===== config.mk =====
export PLATFORM = sky130hd
export DESIGN_NAME = fosr_core
export DESIGN_NICKNAME = d
export VERILOG_FILES = /design/src/inc/fosr_pkg.sv /design/src/fosr_core.sv
export SDC_FILE = /design/constraint.sdc
export NUM_CORES = 1
export LEC_CHECK = 0
export BUFFER_PORTS_ARGS = -buffer_cell sky130_fd_sc_hd__buf_2
export CORE_MARGIN = 5
export CORE_UTILIZATION = 62
export DETAILED_ROUTE_END_ITERATION = 12
export PLACE_DENSITY = 0.9
export SLEW_MARGIN = 20
export SYNTH_ARGS = -nofsm -noshare
export SYNTH_HDL_FRONTEND = slang
export SYNTH_SLANG_ARGS = --single-unit

===== constraint.sdc =====
create_clock -name clk -period 4.6 [get_ports clk]
set_input_delay 0.23 -clock clk [delete_from_list [all_inputs] [get_ports clk]]
set_output_delay 0.23 -clock clk [all_outputs]
set_load 0.01 [all_outputs]

===== src/inc/fosr_pkg.sv =====
// Shared constants for the flash operation status readout block
package fosr_pkg;
  localparam int unsigned CLK_MHZ          = 100;
  localparam int unsigned PROT_ERASE_US    = 100;
  localparam int unsigned PROT_ERASE_CYC   = PROT_ERASE_US * CLK_MHZ;
  localparam int unsigned ERASE_WIN_US     = 120;
  localparam int unsigned ERASE_WIN_CYC    = ERASE_WIN_US * CLK_MHZ;
  localparam int unsigned PROG_TIME_CYC    = 1000;
  localparam int unsigned ERASE_TIME_CYC   = 10000;
  localparam int unsigned PROG_VALID_PULSE = 4;
  localparam int unsigned ERASE_VALID_PULSE = 6;
  localparam int unsigned POLL_BIT_POS     = 7;
  localparam int unsigned TOGGLE_BIT_POS   = 6;
  localparam int unsigned ERROR_BIT_POS    = 5;
  localparam int unsigned ETO_BIT_POS      = 3;
  localparam logic [7:0]  ERASED_BYTE      = 8'hFF;
  localparam logic [7:0]  STATUS_RST       = 8'h00;
  typedef enum logic [2:0] {
    FOSR_IDLE, FOSR_PROG, FOSR_ERASE_WAIT, FOSR_ERASE, FOSR_PROT_ERASE
  } fosr_state_t;
endpackage


===== src/fosr_core.sv =====
// Flash program and erase status readout core
// Notes on behaviour
// Reads during a program or erase return the status byte, not array data.
// Program polling bit reads inverted bit 7, then true data when done.
// Polling status valid only after fourth program or sixth erase pulse.
// Host polls at the programmed address or inside the erased sector.
// Erase polling bit reads 0 while busy, stored value afterwards.
// Program aimed at a protected sector is ignored, byte unchanged.
// Erase of only protected sectors shows polling 0 about 100 us, no erase.
// Toggle bit flips on each selected read while internal write runs.
// When the cycle ends toggling stops and array data is returned.
// Host deems operation finished after two identical consecutive reads.
// Toggle status valid only after fourth program or sixth erase pulse.
// Protected-only erase toggles about 100 us then returns array data.
// Error flag 0 in correct operation, 1 on any program or erase failure.
// Error raised when programming tries to turn a 0 bit into 1.
// Error raised when byte programming exceeds its time limit.
// Host stops using a sector after an error there.
// Error flag holds until a reset instruction clears it.
// Erase timeout bit 0 for window after sector erase, then 1.
// Status reads have no side effect on the running operation.
// Host re-checks polling bit when error flag reads 1.
// Toggle bit advances only on selected reads.
`timescale 1ns/100ps
`default_nettype none
module fosr_core
  import fosr_pkg::*;
#(
  parameter int unsigned PROT_CYC  = PROT_ERASE_CYC,
  parameter int unsigned WIN_CYC   = ERASE_WIN_CYC,
  parameter int unsigned PROG_CYC  = PROG_TIME_CYC,
  parameter int unsigned ERASE_CYC = ERASE_TIME_CYC,
  parameter int unsigned PROG_LIMIT_CYC = 2 * PROG_TIME_CYC
) (
  // Clock and reset
  input  wire logic       clk,
  input  wire logic       rst,
  // Host bus pins
  input  wire logic       main_sector_select,
  input  wire logic       secondary_sector_select,
  input  wire logic       read_strobe,
  input  wire logic       write_strobe,
  output logic [7:0]      host_data_bus,
  // Decoded instructions
  input  wire logic       cmd_program,
  input  wire logic       cmd_sector_erase,
  input  wire logic       cmd_bulk_erase,
  input  wire logic       cmd_reset,
  input  wire logic [7:0] prog_data,
  input  wire logic       target_protected,
  input  wire logic [7:0] array_data,
  input  wire logic       erase_fail,
  input  wire logic       prog_stall,
  // Status view
  output logic            busy,
  output logic            array_write,
  output logic            array_erase
);
  // Pin synchronisers
  logic ms_lvl_w;
  logic ss_lvl_w;
  logic rd_rise_w;
  logic wr_rise_w;
  fosr_sync u_sync_ms (
    .clk  (clk),
    .rst  (rst),
    .pin  (main_sector_select),
    .lvl  (ms_lvl_w),
    .rise ()
  );
  fosr_sync u_sync_ss (
    .clk  (clk),
    .rst  (rst),
    .pin  (secondary_sector_select),
    .lvl  (ss_lvl_w),
    .rise ()
  );
  fosr_sync u_sync_rd (
    .clk  (clk),
    .rst  (rst),
    .pin  (read_strobe),
    .lvl  (),
    .rise (rd_rise_w)
  );
  fosr_sync u_sync_wr (
    .clk  (clk),
    .rst  (rst),
    .pin  (write_strobe),
    .lvl  (),
    .rise (wr_rise_w)
  );

  wire sel_w      = ms_lvl_w | ss_lvl_w;
  wire sel_read_w = rd_rise_w & sel_w;

  fosr_state_t state_r, state_nxt;
  logic [15:0] cnt_r;
  logic [15:0] cnt_nxt;
  logic [15:0] win_r;
  logic [2:0]  pulse_r;
  logic [7:0]  data_r;
  logic        toggle_r;
  logic        error_r;
  logic        eto_r;
  logic        valid_r;
  logic        is_erase_r;

  wire [15:0] prot_cyc_w  = 16'(PROT_CYC);
  wire [15:0] win_cyc_w   = 16'(WIN_CYC);
  wire [15:0] prog_cyc_w  = 16'(PROG_CYC);
  wire [15:0] erase_cyc_w = 16'(ERASE_CYC);
  wire [15:0] limit_w     = 16'(PROG_LIMIT_CYC);
  // bad transition
  wire bad_bits_w  = |(prog_data & ~array_data);
  wire prog_done_w = (state_r == FOSR_PROG) && !prog_stall && (cnt_r >= prog_cyc_w - 16'h0001);
  // program timeout
  wire prog_tmo_w  = (state_r == FOSR_PROG) && (cnt_r >= limit_w - 16'h0001);
  wire erase_start_w = (state_r == FOSR_ERASE_WAIT) && (win_r == 16'h0000);

  always_comb begin
    state_nxt = state_r;
    cnt_nxt = cnt_r + 16'h0001;
    case (state_r)
      FOSR_IDLE: begin
        cnt_nxt = 16'h0000;
        // protected program
        if (cmd_program && !target_protected) begin
          state_nxt = FOSR_PROG;
        end else if (cmd_bulk_erase || cmd_sector_erase) begin
          // protected erase
          state_nxt = target_protected ? FOSR_PROT_ERASE : FOSR_ERASE_WAIT;
        end
      end
      FOSR_PROG: begin
        if (prog_done_w || prog_tmo_w) begin
          state_nxt = FOSR_IDLE;
        end
      end
      FOSR_ERASE_WAIT: begin
        cnt_nxt = 16'h0000;
        if (erase_start_w) begin
          state_nxt = FOSR_ERASE;
        end
      end
      FOSR_ERASE: begin
        if (cnt_r >= erase_cyc_w - 16'h0001) begin
          state_nxt = FOSR_IDLE;
        end
      end
      FOSR_PROT_ERASE: begin
        // protected window
        if (cnt_r >= prot_cyc_w - 16'h0001) begin
          state_nxt = FOSR_IDLE;
        end
      end
      default: state_nxt = FOSR_IDLE;
    endcase
  end

  always_ff @(posedge clk or posedge rst) begin
    if (rst) begin
      state_r <= FOSR_IDLE;
      cnt_r   <= 16'h0000;
    end else begin
      state_r <= state_nxt;
      cnt_r   <= cnt_nxt;
    end
  end

  // erase timeout window
  wire eto_load_w = cmd_sector_erase && (state_r == FOSR_IDLE) && !target_protected;
  wire eto_end_w  = cmd_sector_erase && (state_r == FOSR_ERASE_WAIT);
  always_ff @(posedge clk or posedge rst) begin
    if (rst) begin
      win_r <= 16'h0000;
      eto_r <= 1'b1;
    end else if (eto_load_w) begin
      win_r <= win_cyc_w;
      eto_r <= 1'b0;
    end else if (eto_end_w) begin
      win_r <= 16'h0000;
      eto_r <= 1'b1;
    end else if (win_r != 16'h0000) begin
      win_r <= win_r - 16'h0001;
      eto_r <= (win_r == 16'h0001);
    end else begin
      eto_r <= 1'b1;
    end
  end

  // write pulse count, saturating so a long run never wraps
  wire cmd_any_w   = cmd_program || cmd_sector_erase || cmd_bulk_erase;
  wire pulse_max_w = (pulse_r == 3'h7);
  wire prog_ok_w   = (pulse_r >= 3'(PROG_VALID_PULSE));
  wire erase_ok_w  = (pulse_r >= 3'(ERASE_VALID_PULSE));
  wire wr_sel_w    = wr_rise_w && sel_w && !pulse_max_w;

  always_ff @(posedge clk or posedge rst) begin
    if (rst) begin
      pulse_r    <= 3'h0;
      valid_r    <= 1'b0;
      is_erase_r <= 1'b0;
    end else if (state_r == FOSR_IDLE && !cmd_any_w) begin
      pulse_r    <= wr_sel_w ? 3'(pulse_r + 3'h1) : pulse_r;
      valid_r    <= 1'b0;
      is_erase_r <= 1'b0;
    end else if (state_r == FOSR_IDLE) begin
      is_erase_r <= (state_nxt != FOSR_PROG);
      // toggle validity
      valid_r    <= (state_nxt == FOSR_PROG) ? prog_ok_w : erase_ok_w;
      pulse_r    <= 3'h0;
    end
  end

  wire data_load_w = (state_r == FOSR_IDLE) && cmd_program;
  always_ff @(posedge clk or posedge rst) begin
    if (rst) begin
      data_r <= ERASED_BYTE;
    end else if (data_load_w) begin
      data_r <= prog_data;
    end
  end

  // toggle on selected reads
  // selected reads only
  wire toggle_adv_w = busy && sel_read_w;
  always_ff @(posedge clk or posedge rst) begin
    if (rst) begin
      toggle_r <= 1'b0;
    end else if (toggle_adv_w) begin
      toggle_r <= ~toggle_r;
    end
  end

  // error flag set
  // cleared by reset instruction, set wins
  wire prog_err_w  = (state_r == FOSR_PROG) && bad_bits_w;
  wire erase_err_w = (state_r == FOSR_ERASE) && erase_fail;
  wire err_set_w   = prog_tmo_w || prog_err_w || erase_err_w;
  always_ff @(posedge clk or posedge rst) begin
    if (rst) begin
      error_r <= 1'b0;
    end else if (err_set_w) begin
      error_r <= 1'b1;
    end else if (cmd_reset) begin
      error_r <= 1'b0;
    end
  end

  assign busy        = (state_r != FOSR_IDLE);
  assign array_write = prog_done_w && !error_r && !bad_bits_w;
  assign array_erase = (state_r == FOSR_ERASE) && (cnt_r == 16'h0000);

  // inverted bit 7 while programming
  // erase reads zero
  // protected erase reads zero
  wire poll_w = is_erase_r ? 1'b0 : ~data_r[POLL_BIT_POS];
  logic [7:0] status_w;
  always_comb begin
    status_w = STATUS_RST;
    status_w[POLL_BIT_POS]   = poll_w;
    status_w[TOGGLE_BIT_POS] = toggle_r;
    status_w[ERROR_BIT_POS]  = error_r;
    status_w[ETO_BIT_POS]    = eto_r;
  end

  // status replaces array data
  // array data when idle
  // R19 reads leave operation alone
  wire show_status_w = busy && valid_r;
  always_ff @(posedge clk or posedge rst) begin
    if (rst) begin
      host_data_bus <= STATUS_RST;
    end else if (show_status_w) begin
      host_data_bus <= status_w;
    end else begin
      host_data_bus <= array_data;
    end
  end
endmodule

// Three-stage shift for an asynchronous pin: two sync stages and one for edges
module fosr_sync
  import fosr_pkg::*;
(
  // Clock and reset
  input  wire logic clk,
  input  wire logic rst,
  // Pin and synchronised view
  input  wire logic pin,
  output logic      lvl,
  output logic      rise
);
  logic [2:0] shift_r;
  always_ff @(posedge clk or posedge rst) begin
    if (rst) begin
      shift_r <= 3'h0;
    end else begin
      shift_r <= {shift_r[1:0], pin};
    end
  end
  assign lvl  = shift_r[1];
  assign rise = shift_r[1] & ~shift_r[2];
endmodule
`default_nettype wire


==> metrics.yaml, run 1 <==
status:
  status: "completed"
synthesis:
  yosysUniqueCellTypes: 50
  ys_ff_latch: 62
  async_flop_share_pct: 100
  syn_inst: 308
  ys_seq_area_share_pct: 51.1
  synthFlopType: "dfrtp_1"
  synth_warnings: 0
  syn-cell-area_um2: 3040
  synth_enable_flop_cells: 0
  syn_avg_cell_area_um2: 9.88
  syn_nets: 345
floorplan:
  fp.dieH_um: 80.0
  num_rows: 25
  io_pins: 40
  die_area_um2: 6410
  die_w_um: 80.0
  initial_core_util_pct: 64.0
  coreArea_um2: 4750
layout:
  syn2layout_area_growth_pct: 15.3
  instances_no_fill: 428
  layout_common_cells: "60 x dfrtp_1, 40 x nor2_1, 39 x buf_2"
  num_antenna_cells: 0
  fin_nets: 393
  layout_commonest_cell: "dfrtp_1"
  layout-drive-gt1-share_pct: 19.7
  fillers: 338
sta:
  tns_ns: 0
  timing.hold.ws_ns: 0.0827
  rsz0062_at_grt: "false"
  setup_viol: 0
  max_slew.worst_pin.slew_ns: 0.758
  relSlewSlack_pct: 49.4
  clock_skew_ns: 0.00988
  min_period_ns: 2.31
  fin_crit_sh_pct: 50.1
  hold_viol_final: 0
  fmax_ghz: 0.434
  drv_slew: 0
global_route:
  overflow: 0
  grt_usage_pct: 22.0
  antenna_found_initial: 0
  grt_pass1_vias: 2338
  grt_max_degree: 63
  busiest_layer: "met2"
  use_met2_pct: 34.8
  gr-usage-met3_pct: 6.77
  use_met1_pct: 27.8
  grt_pass1_wl_mm: 10.7
power_and_ir_drop:
  power.density_nw_per_um2: 479
  p_clk_share_pct: 24.2
  power.leakage_nw: 1.66
  switching_power_mw: 0.618
  swShare_pct: 36.8
  irDropWorstVdd_v: 0.000285
  p_comb_share_pct: 30.5
  intPower_mw: 1.06
  power.total_mw: 1.68
  pwr-share-seq_pct: 45.3
cts:
  cts_buffer_depth: 2
  post-cts-setup-buffer-count: 0
  cts.clk_slew.worst_paths_ns: 0.07
  htreeDepth: 3
  clock-sinks: 62
  cts-buffers-inserted: 9
  cts_tree: "yes"
  root_buffer: "clkbuf_8"
  clkLatencyLatePin_ns: 0.35
routing:
  drtIter0Drc: 205
  finalWirelength_mm: 6.43
  firstDrtPassIters: 5
  vias_per_cell: 5.69
  drc: 0
  routedWlPerCell_um: 15.0
  vias: 2436
  antenna_left: 0
critical_path:
  cp_slowest_cell: "dfrtp_1"
  slowest_delay_ns: 0.43
  end_kind: "primary output"
  path_class: "flop to primary output"
  startpoint: "cnt_r[0]"
  cp_common_cell: "nor4b_1"
  cp.required_ns: 4.37
  crit_chain: "inv_1, ha_1, nor4b_1, nand2_1, nor4b_1, and3_1, buf_2"
  arrival_ns: 2.08
  critPathMaxFanout: 6
  start_kind: "flop"
  crit_family: "simple AND/OR/NAND/NOR gates"
  cp.buffers_inverters: 2
  r2r_start: "win_r[2]"
min_path:
  worstHoldPathType: "input pin to asynchronous set/reset pin"
placement:
  gp_congestion: 0.859
  dpl.cell_count: 408
  numPortBuffers: 39
  dp.final_hpwl_mm: 4.38
flow_run:
  maxCapViolCount: 0
-- synthesized netlist by cell type, types with 2 or more instances --
master,number,area [µm²]
a211oi_1,4,30.0
a21oi_1,3,15.0
and2_1,7,43.8
and3_1,7,43.8
buf_2,3,15.0
clkbuf_1,3,11.3
dfrtp_1,60,1500
dfstp_2,2,52.6
ha_1,8,100
inv_1,20,75.1
mux2_2,2,22.5
nand2_1,26,97.6
nand2b_1,2,12.5
nand3_1,17,85.1
nand3b_1,2,15.0
nand4_1,2,12.5
nand4b_1,4,35.0
nor2_1,41,154
nor2b_1,2,12.5
nor3_1,7,35.0
nor4_1,7,43.8
nor4b_1,3,26.3
nor4b_2,3,45.0
o21ai_0,14,70.1
o21ai_1,3,15.0
o22ai_1,6,37.5
xnor2_1,10,87.6
xor2_1,18,158
-- power by group through the flow --
stage / clock network, mW / logic [mW] / registers, mW
3_5_place_dp: 0 / 0.495 / 0.765
6_report: 0.406 / 0.511 / 0.760
2_1_floorplan: 0 / 0.390 / 0.744
4_1_cts: 0.415 / 0.508 / 0.757
5_1_grt: 0.443 / 0.574 / 0.776
3_3_place_gp: 0 / 0.478 / 0.758
-- through the flow --
stage | utilization, % | setup slack, ns | area (µm²)
floorplan | - | 2.83 | 3040
global placement | 69.3 | 2.48 | 3300
detailed placement | 69.3 | 2.38 | 3300
CTS | 73.7 | 2.34 | 3500
global route | 73.7 | 2.21 | 3510
finish | 73.7 | 2.29 | 3510
-- worst reg2reg max path, delay by kind of cell (launching register included) --
family	cells	cell delay (ns)
simple gates	3	1.44
flops	1	0.43
xor+xnor	1	0.17
compound gates	1	0.10
-- timing repair --
action                    4_1_cts  5_1_grt
hold endpoints to repair        4        0
hold buffers                    4        0
resized for setup               0        0
-- flip-flops by register name, indices dropped and copies added, names as in the netlist --
| register | count |
|---|---|
| cnt_r | 16 |
| data_r | 1 |
| error_r | 1 |
| eto_r | 1 |
| host_data_bus | 8 |
| is_erase_r | 1 |
| pulse_r | 3 |
| state_r | 3 |
| toggle_r | 1 |
| u_sync_ms.shift_r | 2 |
| u_sync_rd.shift_r | 3 |
| u_sync_ss.shift_r | 2 |
| u_sync_wr.shift_r | 3 |
| valid_r | 1 |
| win_r | 16 |
-- area by class of cell --
| type | instances | area, µm² | area share, % |
|---|---|---|---|
| Sequential cell | 62 | 1550 | 44.3 |
| Multi-Input combinational cell | 218 | 1380 | 39.4 |
| Tap cell | 67 | 83.8 | 2.39 |
| Clock buffer | 10 | 128 | 3.64 |
| Inverter | 21 | 78.8 | 2.25 |
| Timing Repair Buffer | 44 | 243 | 6.92 |
| Clock inverter | 6 | 38.8 | 1.11 |
-- metal layers --
layer	routed length (µm)	up-vias	part of all wire, %
met3	469	14	7.3
met5	0	-	0
li1	-	1158	-
met4	114	0	1.8
met2	3110	116	48
met1	2740	1148	43
-- final timing paths --
kind                                   endpoint  slack (ns)  cells past startpoint
max                                 array_erase        2.29                      7
min                                   win_r[10]        0.08                      3
max reg2reg                            win_r[9]        2.31                      5
min reg2reg                u_sync_rd.shift_r[1]        0.36                      0
max in group asynchronous              cnt_r[8]        4.03                      3
min in group clk               host_data_bus[0]        0.10                      2
-- kinds of logic after synthesis --
logic type	count (synthesis)	share of synthesized area, %
adders and majority gates	8	3.29
xor gates and xnor gates	28	8.06
and+or+nand+nor	139	24.7
AOI/OAI and AO/OA	41	8.52
DFF	62	51.1
muxes	2	0.740
buffers and inverters	28	3.62
No activity file was read; power rests on OpenSTA's default activity.
==> inputs of run 2 (changes only) <==
--- a/config.mk
+++ b/config.mk
@@ -5,11 +5,12 @@
 export SDC_FILE = /design/constraint.sdc
 export NUM_CORES = 1
 export LEC_CHECK = 0
+export ABC_AREA = 1
 export BUFFER_PORTS_ARGS = -buffer_cell sky130_fd_sc_hd__buf_2
 export CORE_MARGIN = 5
-export CORE_UTILIZATION = 62
+export CORE_UTILIZATION = 52
 export DETAILED_ROUTE_END_ITERATION = 12
-export PLACE_DENSITY = 0.9
+export PLACE_DENSITY = 0.8
 export SLEW_MARGIN = 20
 export SYNTH_ARGS = -nofsm -noshare
 export SYNTH_HDL_FRONTEND = slang
==> constraint.sdc (replaced) <==
create_clock -name clk -period 2 [get_ports clk]
set_input_delay 0.1 -clock clk [delete_from_list [all_inputs] [get_ports clk]]
set_output_delay 0.1 -clock clk [all_outputs]
set_load 0.01 [all_outputs]
==> metrics.yaml, run 2 <==
status:
  status: "completed"  # unchanged
critical_path:
  r2r_start: "pulse_r[0]"  # was win_r[2]
  arrival_ns: 1.78  # was 2.08 ns
  reg2reg_slack_ns: 0.39  # was 2.31 ns
  slowest_delay_ns: 0.45  # was 0.43 ns
  ff2ff_path_depth: 6  # was 5
  cp.required_ns: 1.90  # was 4.37 ns
  start_kind: "flop"  # unchanged
  path_class: "flop to primary output"  # unchanged
  cp_slowest_cell: "dfrtp_1"  # unchanged
  rr_endpoint: "pulse_r[1]"  # was win_r[9]
  critPathMaxFanout: 3  # was 6
  crit_chain: "inv_1, nor3_1, nand3_1, nor3_1, buf_2"  # was inv_1, ha_1, nor4b_1, nand2_1, nor4b_1, and3_1, buf_2
  endpoint: "array_erase"  # unchanged
  end_kind: "primary output"  # unchanged
  cp_common_cell: "nor3_1"  # was nor4b_1
  startpoint: "state_r[0]"  # was cnt_r[0]
synthesis:
  synth_enable_flop_cells: 0  # unchanged
  ys_seq_area_share_pct: 47.4  # was 51.1%
  ys_ff_latch: 62  # unchanged
  async_flop_share_pct: 100  # unchanged
  yosys-top-cells-area: "dfrtp_1 46%, nand2_1 9.7%, inv_1 7.0%"  # was dfrtp_1 49%, xor2_1 5.2%, nor2_1 5.1%
  yosysUniqueCellTypes: 38  # was 50
  syn_avg_cell_area_um2: 7.90  # was 9.88 µm²
  synth_top_area_share_pct: 45.8  # was 49.4%
  synth-simple-area-share_pct: 31.0  # was 24.7%
  syn-cell-area_um2: 3280  # was 3040 µm²
  syn_inst: 415  # was 308
  yosys-top-cells-count: "85 x nand2_1, 61 x inv_1, 60 x dfrtp_1, 58 x nor2_1, 36 x nand3_1"  # was 60 x dfrtp_1, 41 x nor2_1, 26 x nand2_1, 20 x inv_1, 18 x xor2_1
  yosysTopAreaCell: "dfrtp_1"  # unchanged
  synth-compound-area-share_pct: 9.24  # was 8.52%
  synthMuxAreaShare_pct: 0  # was 0.740%
  synthFlopType: "dfrtp_1"  # unchanged
  yosysMostFrequentCell: "nand2_1"  # was dfrtp_1
  synth_warnings: 0  # unchanged
  synth_xor_area_share_pct: 1.34  # was 8.06%
  synth_fa_ha_area_share_pct: 3.05  # was 3.29%
  synth_top_family_by_area: "simple AND/OR/NAND/NOR gates"  # unchanged
  syn_nets: 452  # was 345
sta:
  fin_crit_sh_pct: 94.0
  fmax_ghz: 0.532
  relSlewSlack_pct: 69.1  # was 49.4%
  min_period_ns: 1.88
  rsz0062_at_grt: "false"  # unchanged
  clock_skew_ns: 0.00607  # was 0.00988 ns
  max_slew.worst_pin.slew_ns: 0.460  # was 0.758 ns
  setup_ws_ns: 0.120  # was 2.29 ns
  timing.hold.ws_ns: 0.0351  # was 0.0827 ns
  hold_viol_final: 0  # unchanged
  drv_slew: 0  # unchanged
  tns_ns: 0  # unchanged
  setup_viol: 0  # unchanged
floorplan:
  io_pins: 40  # unchanged
  die_area_um2: 7990  # was 6410 µm²
  die_w_um: 89.4  # was 80.0 µm
  fp.dieH_um: 89.4  # was 80.0 µm
  num_rows: 29  # was 25
  coreArea_um2: 6240  # was 4750 µm²
  initial_core_util_pct: 52.5  # was 64.0%
routing:
  finalWirelength_mm: 7.36  # was 6.43 mm
  vias_per_cell: 5.29  # was 5.69
  drc: 0  # unchanged
  drtIter0Drc: 227  # was 205
  vias: 2961  # was 2,436
  firstDrtPassIters: 4  # was 5
  antenna_left: 0  # unchanged
  routedWlPerCell_um: 13.2  # was 15.0 µm
global_route:
  overflow: 0  # unchanged
  grt_pass1_wl_mm: 12.9  # was 10.7 mm
  grt_pass1_vias: 2885  # was 2,338
  grt_usage_pct: 20.8  # was 22.0%
  use_met1_pct: 27.1  # was 27.8%
  grt_max_degree: 35  # was 63
  gr-usage-met3_pct: 5.16  # was 6.77%
  use_met2_pct: 34.1  # was 34.8%
  busiest_layer: "met2"  # unchanged
  antenna_found_initial: 0  # unchanged
cts:
  cts_tree: "yes"  # unchanged
  clkLatencyLatePin_ns: 0.34  # was 0.35 ns
  root_buffer: "clkbuf_8"  # unchanged
  cts-buffers-inserted: 9  # unchanged
  htreeDepth: 3  # unchanged
  clock-sinks: 62  # unchanged
  cts_buffer_depth: 2  # unchanged
  post-cts-setup-buffer-count: 0  # unchanged
  cts.clk_slew.worst_paths_ns: 0.06  # was 0.07 ns
layout:
  fin_nets: 515  # was 393
  top_regs: "cnt_r: 16 flops, win_r: 16 flops, host_data_bus: 8 flops"  # unchanged
  layout-drive-gt1-share_pct: 17.6  # was 19.7%
  layout_commonest_cell: "nand2_1"  # was dfrtp_1
  num_antenna_cells: 0  # unchanged
  fillers: 532  # was 338
  multi_input_area_um2: 1470  # was 1380 µm²
  syn2layout_area_growth_pct: 18.8  # was 15.3%
  instances_no_fill: 560  # was 428
  finish.utilization_pct: 62.4  # was 73.7%
  ff_latch_area_um2: 1550  # unchanged
  layout_common_cells: "85 x nand2_1, 60 x inv_1, 60 x dfrtp_1"  # was 60 x dfrtp_1, 40 x nor2_1, 39 x buf_2
  stdcell_area_um2: 3890  # was 3510 µm²
power_and_ir_drop:
  irDropWorstVdd_v: 0.000847  # was 0.000285 V
  power.leakage_nw: 1.99  # was 1.66 nW
  power.density_nw_per_um2: 1120  # was 479 nW/µm²
  power.total_mw: 4.35  # was 1.68 mW
placement:
  placed_area_um2: 3570  # was 3300 µm²
  dp.final_hpwl_mm: 5.38  # was 4.38 mm
  numPortBuffers: 39  # unchanged
  dpl.cell_count: 531  # was 408
  gp_congestion: 0.911  # was 0.859
  dp_slack_ns: 0.238  # was 2.38 ns
flow_run:
  maxCapViolCount: 0  # unchanged
min_path:
  worstHoldPathType: "input pin to flop"  # was input pin to asynchronous set/reset pin
-- run 2: changes by cell type in the layout (fill, tap and decap cells not counted), sizes merged, moves of 5 or more --
cell	delta
dlygate4sd3	+9
xnor2	-10
and2	-7
o21ai	+7
nand2	+63
nor4	-6
inv	+44
nand3	+22
xor2	-13
nor2	+26
and3	-6
nor4b	-5
a21oi	+19
-- run 2: how the worst min path moves through the flow --
stage | cells past startpoint | from | to | slack (ns)
finish | 3 | array_data[6] | host_data_bus[6] | 0.04
global route | 3 | array_data[6] | host_data_bus[6] | 0.03
CTS | 3 | array_data[6] | host_data_bus[6] | 0.02
detailed placement | 3 | rst | win_r[11] | 0.20
global placement | 3 | rst | win_r[11] | 0.19
floorplan | 0 | main_sector_select | u_sync_ms.shift_r[0] | 0.13
-- run 2: metal layers --
layer,wire (µm),up-vias
met5,0,-
met4,119,0
met3,385,15
met2,3620,86
met1,3240,1401
li1,-,1459
-- run 2: power by group --
part | internal, mW | switching [mW]
clock network | 0.547 | 0.469
logic | 0.554 | 1.01
registers | 1.52 | 0.248
total | 2.62 | 1.73
-- run 2: layout make-up --
type                       instances  share of cell area, %
sequential                        62                   39.9
inverter                          65                   6.33
tap                               77                   2.47
timing repair buffer              54                   8.74
clock buffer                      13                   4.34
multi-input combinational        286                   37.8
clock inverter                     3                  0.450
-- run 2: logic make-up after synthesis --
group           Yosys count
buf+inv                  67
simple gates            218
xor+xnor                  5
fa+ha+maj                 8
compound gates           55
flops                    62
-- run 2: critical path: cells and delay by family (launching register included) --
kind                   cells  cell delay [ns]
buffers and inverters      2             0.27
flip-flops                 1             0.45
AND/OR/NAND/NOR            3             0.73
-- run 2: timing repair --
action	4_1_cts	5_1_grt
hold endpoints to repair	72	0
hold buffers	13	0
gates resized for setup	0	1
setup endpoints to repair	0	1
==> inputs of run 3 (changes only) <==
==> constraint.sdc (replaced) <==
create_clock -name clk -period 1.7 [get_ports clk]
set_input_delay 0.085 -clock clk [delete_from_list [all_inputs] [get_ports clk]]
set_output_delay 0.085 -clock clk [all_outputs]
set_load 0.01 [all_outputs]
==> metrics.yaml, run 3 (synthesized netlist as in run 2, its figures left out) <==
cts:
  cts-buffers-inserted: 9  # unchanged
  cts_tree: "yes"  # unchanged
  clkLatencyLatePin_ns: 0.34  # about the same
  root_buffer: "clkbuf_8"  # unchanged
  clock-sinks: 62  # unchanged
  cts.clk_slew.worst_paths_ns: 0.07  # was 0.06 ns
  htreeDepth: 3  # unchanged
  cts_buffer_depth: 2  # unchanged
global_route:
  grt_usage_pct: 19.7  # was 20.8%
  grt_max_degree: 63  # was 35
  grt_pass1_vias: 2872  # was 2,885
  grt_pass1_wl_mm: 12.3  # was 12.9 mm
  overflow: 0  # unchanged
  antenna_found_initial: 0  # unchanged
critical_path:
  r2r_start: "win_r[0]"  # was pulse_r[0]
  cp.buffers_inverters: 1  # was 2
  crit_chain: "ha_2, nand2_1, nand3_2, nand3_2, nand2_2, nand2_2, nor3_2, buf_2"  # was inv_1, nor3_1, nand3_1, nor3_1, buf_2
  startpoint: "cnt_r[1]"  # was state_r[0]
  cp_slowest_cell: "dfrtp_1"  # unchanged
  rr_endpoint: "win_r[0]"  # was pulse_r[1]
  arrival_ns: 1.58  # was 1.78 ns
  crit_family: "simple AND/OR/NAND/NOR gates"  # unchanged
  end_kind: "primary output"  # unchanged
  slowest_delay_ns: 0.41  # was 0.45 ns
  cp.required_ns: 1.62  # was 1.90 ns
  reg2reg_slack_ns: 0.07  # was 0.39 ns
  critPathMaxFanout: 4  # was 3
  path_class: "flop to primary output"  # unchanged
  start_kind: "flop"  # unchanged
  ff2ff_path_depth: 10  # was 6
sta:
  fin_crit_sh_pct: 98.1
  max_slew.worst_pin.slew_ns: 0.328  # was 0.460 ns
  setup_ws_ns: 0.0322  # was 0.120 ns
  min_period_ns: 1.67
  rsz0062_at_grt: "true"  # was false
  hold_viol_final: 0  # unchanged
  clock_skew_ns: 0.00735  # was 0.00607 ns
  tns_ns: 0  # unchanged
  fmax_ghz: 0.600
  relSlewSlack_pct: 78.0  # was 69.1%
  setup_viol: 0  # unchanged
  drv_slew: 0  # unchanged
floorplan:
  num_rows: 29  # unchanged
  die_area_um2: 7990  # unchanged
  die_w_um: 89.4  # unchanged
  initial_core_util_pct: 52.5  # unchanged
  io_pins: 40  # unchanged
  coreArea_um2: 6240  # unchanged
  fp.dieH_um: 89.4  # unchanged
min_path:
  worstHoldPathType: "input pin to flop"  # unchanged
  hold_end: "data_r[7]"  # was host_data_bus[6]
  worstHoldPathCells: 3  # unchanged
  holdCritStartpoint: "cmd_program"  # was array_data[6]
power_and_ir_drop:
  power.density_nw_per_um2: 1320  # was 1120 nW/µm²
  irDropWorstVdd_v: 0.000929  # was 0.000847 V
  power.leakage_nw: 2.06  # was 1.99 nW
placement:
  numPortBuffers: 39  # unchanged
  dpl.cell_count: 533  # was 531
  dp_slack_ns: -0.0569  # was 0.238 ns
  gp_congestion: 0.926  # was 0.911
  dp.final_hpwl_mm: 5.18  # was 5.38 mm
routing:
  finalWirelength_mm: 7.41  # was 7.36 mm
  antenna_left: 0  # unchanged
  routedWlPerCell_um: 13.0  # was 13.2 µm
  vias_per_cell: 5.23  # was 5.29
  vias: 2968  # was 2,961
  drc: 0  # unchanged
  firstDrtPassIters: 4  # unchanged
  drtIter0Drc: 127  # was 227
layout:
  fin_nets: 524  # was 515
  finish.utilization_pct: 64.9  # was 62.4%
  fillers: 500  # was 532
  layout-drive-gt1-share_pct: 23.0  # was 17.6%
  num_antenna_cells: 0  # unchanged
  layout_commonest_cell: "nand2_1"  # unchanged
  syn2layout_area_growth_pct: 23.6  # was 18.8%
  instances_no_fill: 568  # was 560
  layout_common_cells: "82 x nand2_1, 58 x dfrtp_1, 57 x inv_1"  # was 85 x nand2_1, 60 x inv_1, 60 x dfrtp_1
  top_regs: "cnt_r: 16 flops, win_r: 16 flops, host_data_bus: 8 flops"  # unchanged
flow_run:
  maxCapViolCount: 0  # unchanged
status:
  status: "completed"  # unchanged
run 3: what timing repair did:
| item | CTS | global route |
|---|---|---|
| setup endpoints to repair | 5 | 10 |
| hold buffers | 14 | 0 |
| hold endpoints to repair | 73 | 0 |
| setup buffers | 2 | 4 |
| resized for setup | 5 | 18 |
| pin swaps | 1 | 8 |
| cloned | 0 | 0 |
run 3: area by class of cell:
cell class / instances / area [µm²] / area share (%)
flip-flops and latches: 62 / 1560 / 38.4
clock inverters: 6 / 63.8 / 1.58
well taps: 77 / 96.3 / 2.38
clock buffers: 9 / 124 / 3.06
inverters: 65 / 246 / 6.09
multi-input cells: 286 / 1540 / 38.0
repair buffers: 63 / 423 / 10.4
run 3: worst register-to-register path: stages, from the launching register on:
cell	delay, ns
dfrtp_1	0.41
inv_1	0.09
ha_2	0.19
nand2_1	0.11
inv_1	0.12
nand2_2	0.09
inv_2	0.09
nand2_4	0.08
nor2_4	0.23
nand2_1	0.08
o21ai_1	0.08
run 3: through the flow:
step,power (mW),area (µm²),hold WS (ns)
after floorplan,3.46,3280,0.116
after global placement,3.87,3600,0.173
after detailed placement,3.95,3600,0.176
after CTS,5.28,3960,0.0271
after global routing,5.73,4050,0.0665
final,5.32,4050,0.0401
run 3: worst max-delay path by stage:
stage,endpoint,depth (start not counted)
global placement,pulse_r[2],6
global route,array_write,8
finish,array_write,8
floorplan,cnt_r[0],1
detailed placement,pulse_r[2],6
CTS,array_write,8
run 3: layer usage:
metal	global-route usage [%]	routed length [µm]	vias up
met5	0	0	-
met4	6.22	71	0
met3	6.36	431	11
met2	33.0	3780	90
met1	24.3	3130	1397
li1	-	-	1470
run 3: where the power goes:
| group | internal (mW) | switching, mW |
|---|---|---|
| clock | 0.665 | 0.577 |
| sequential | 1.80 | 0.300 |
| combinational | 0.749 | 1.24 |
| total | 3.21 | 2.11 |
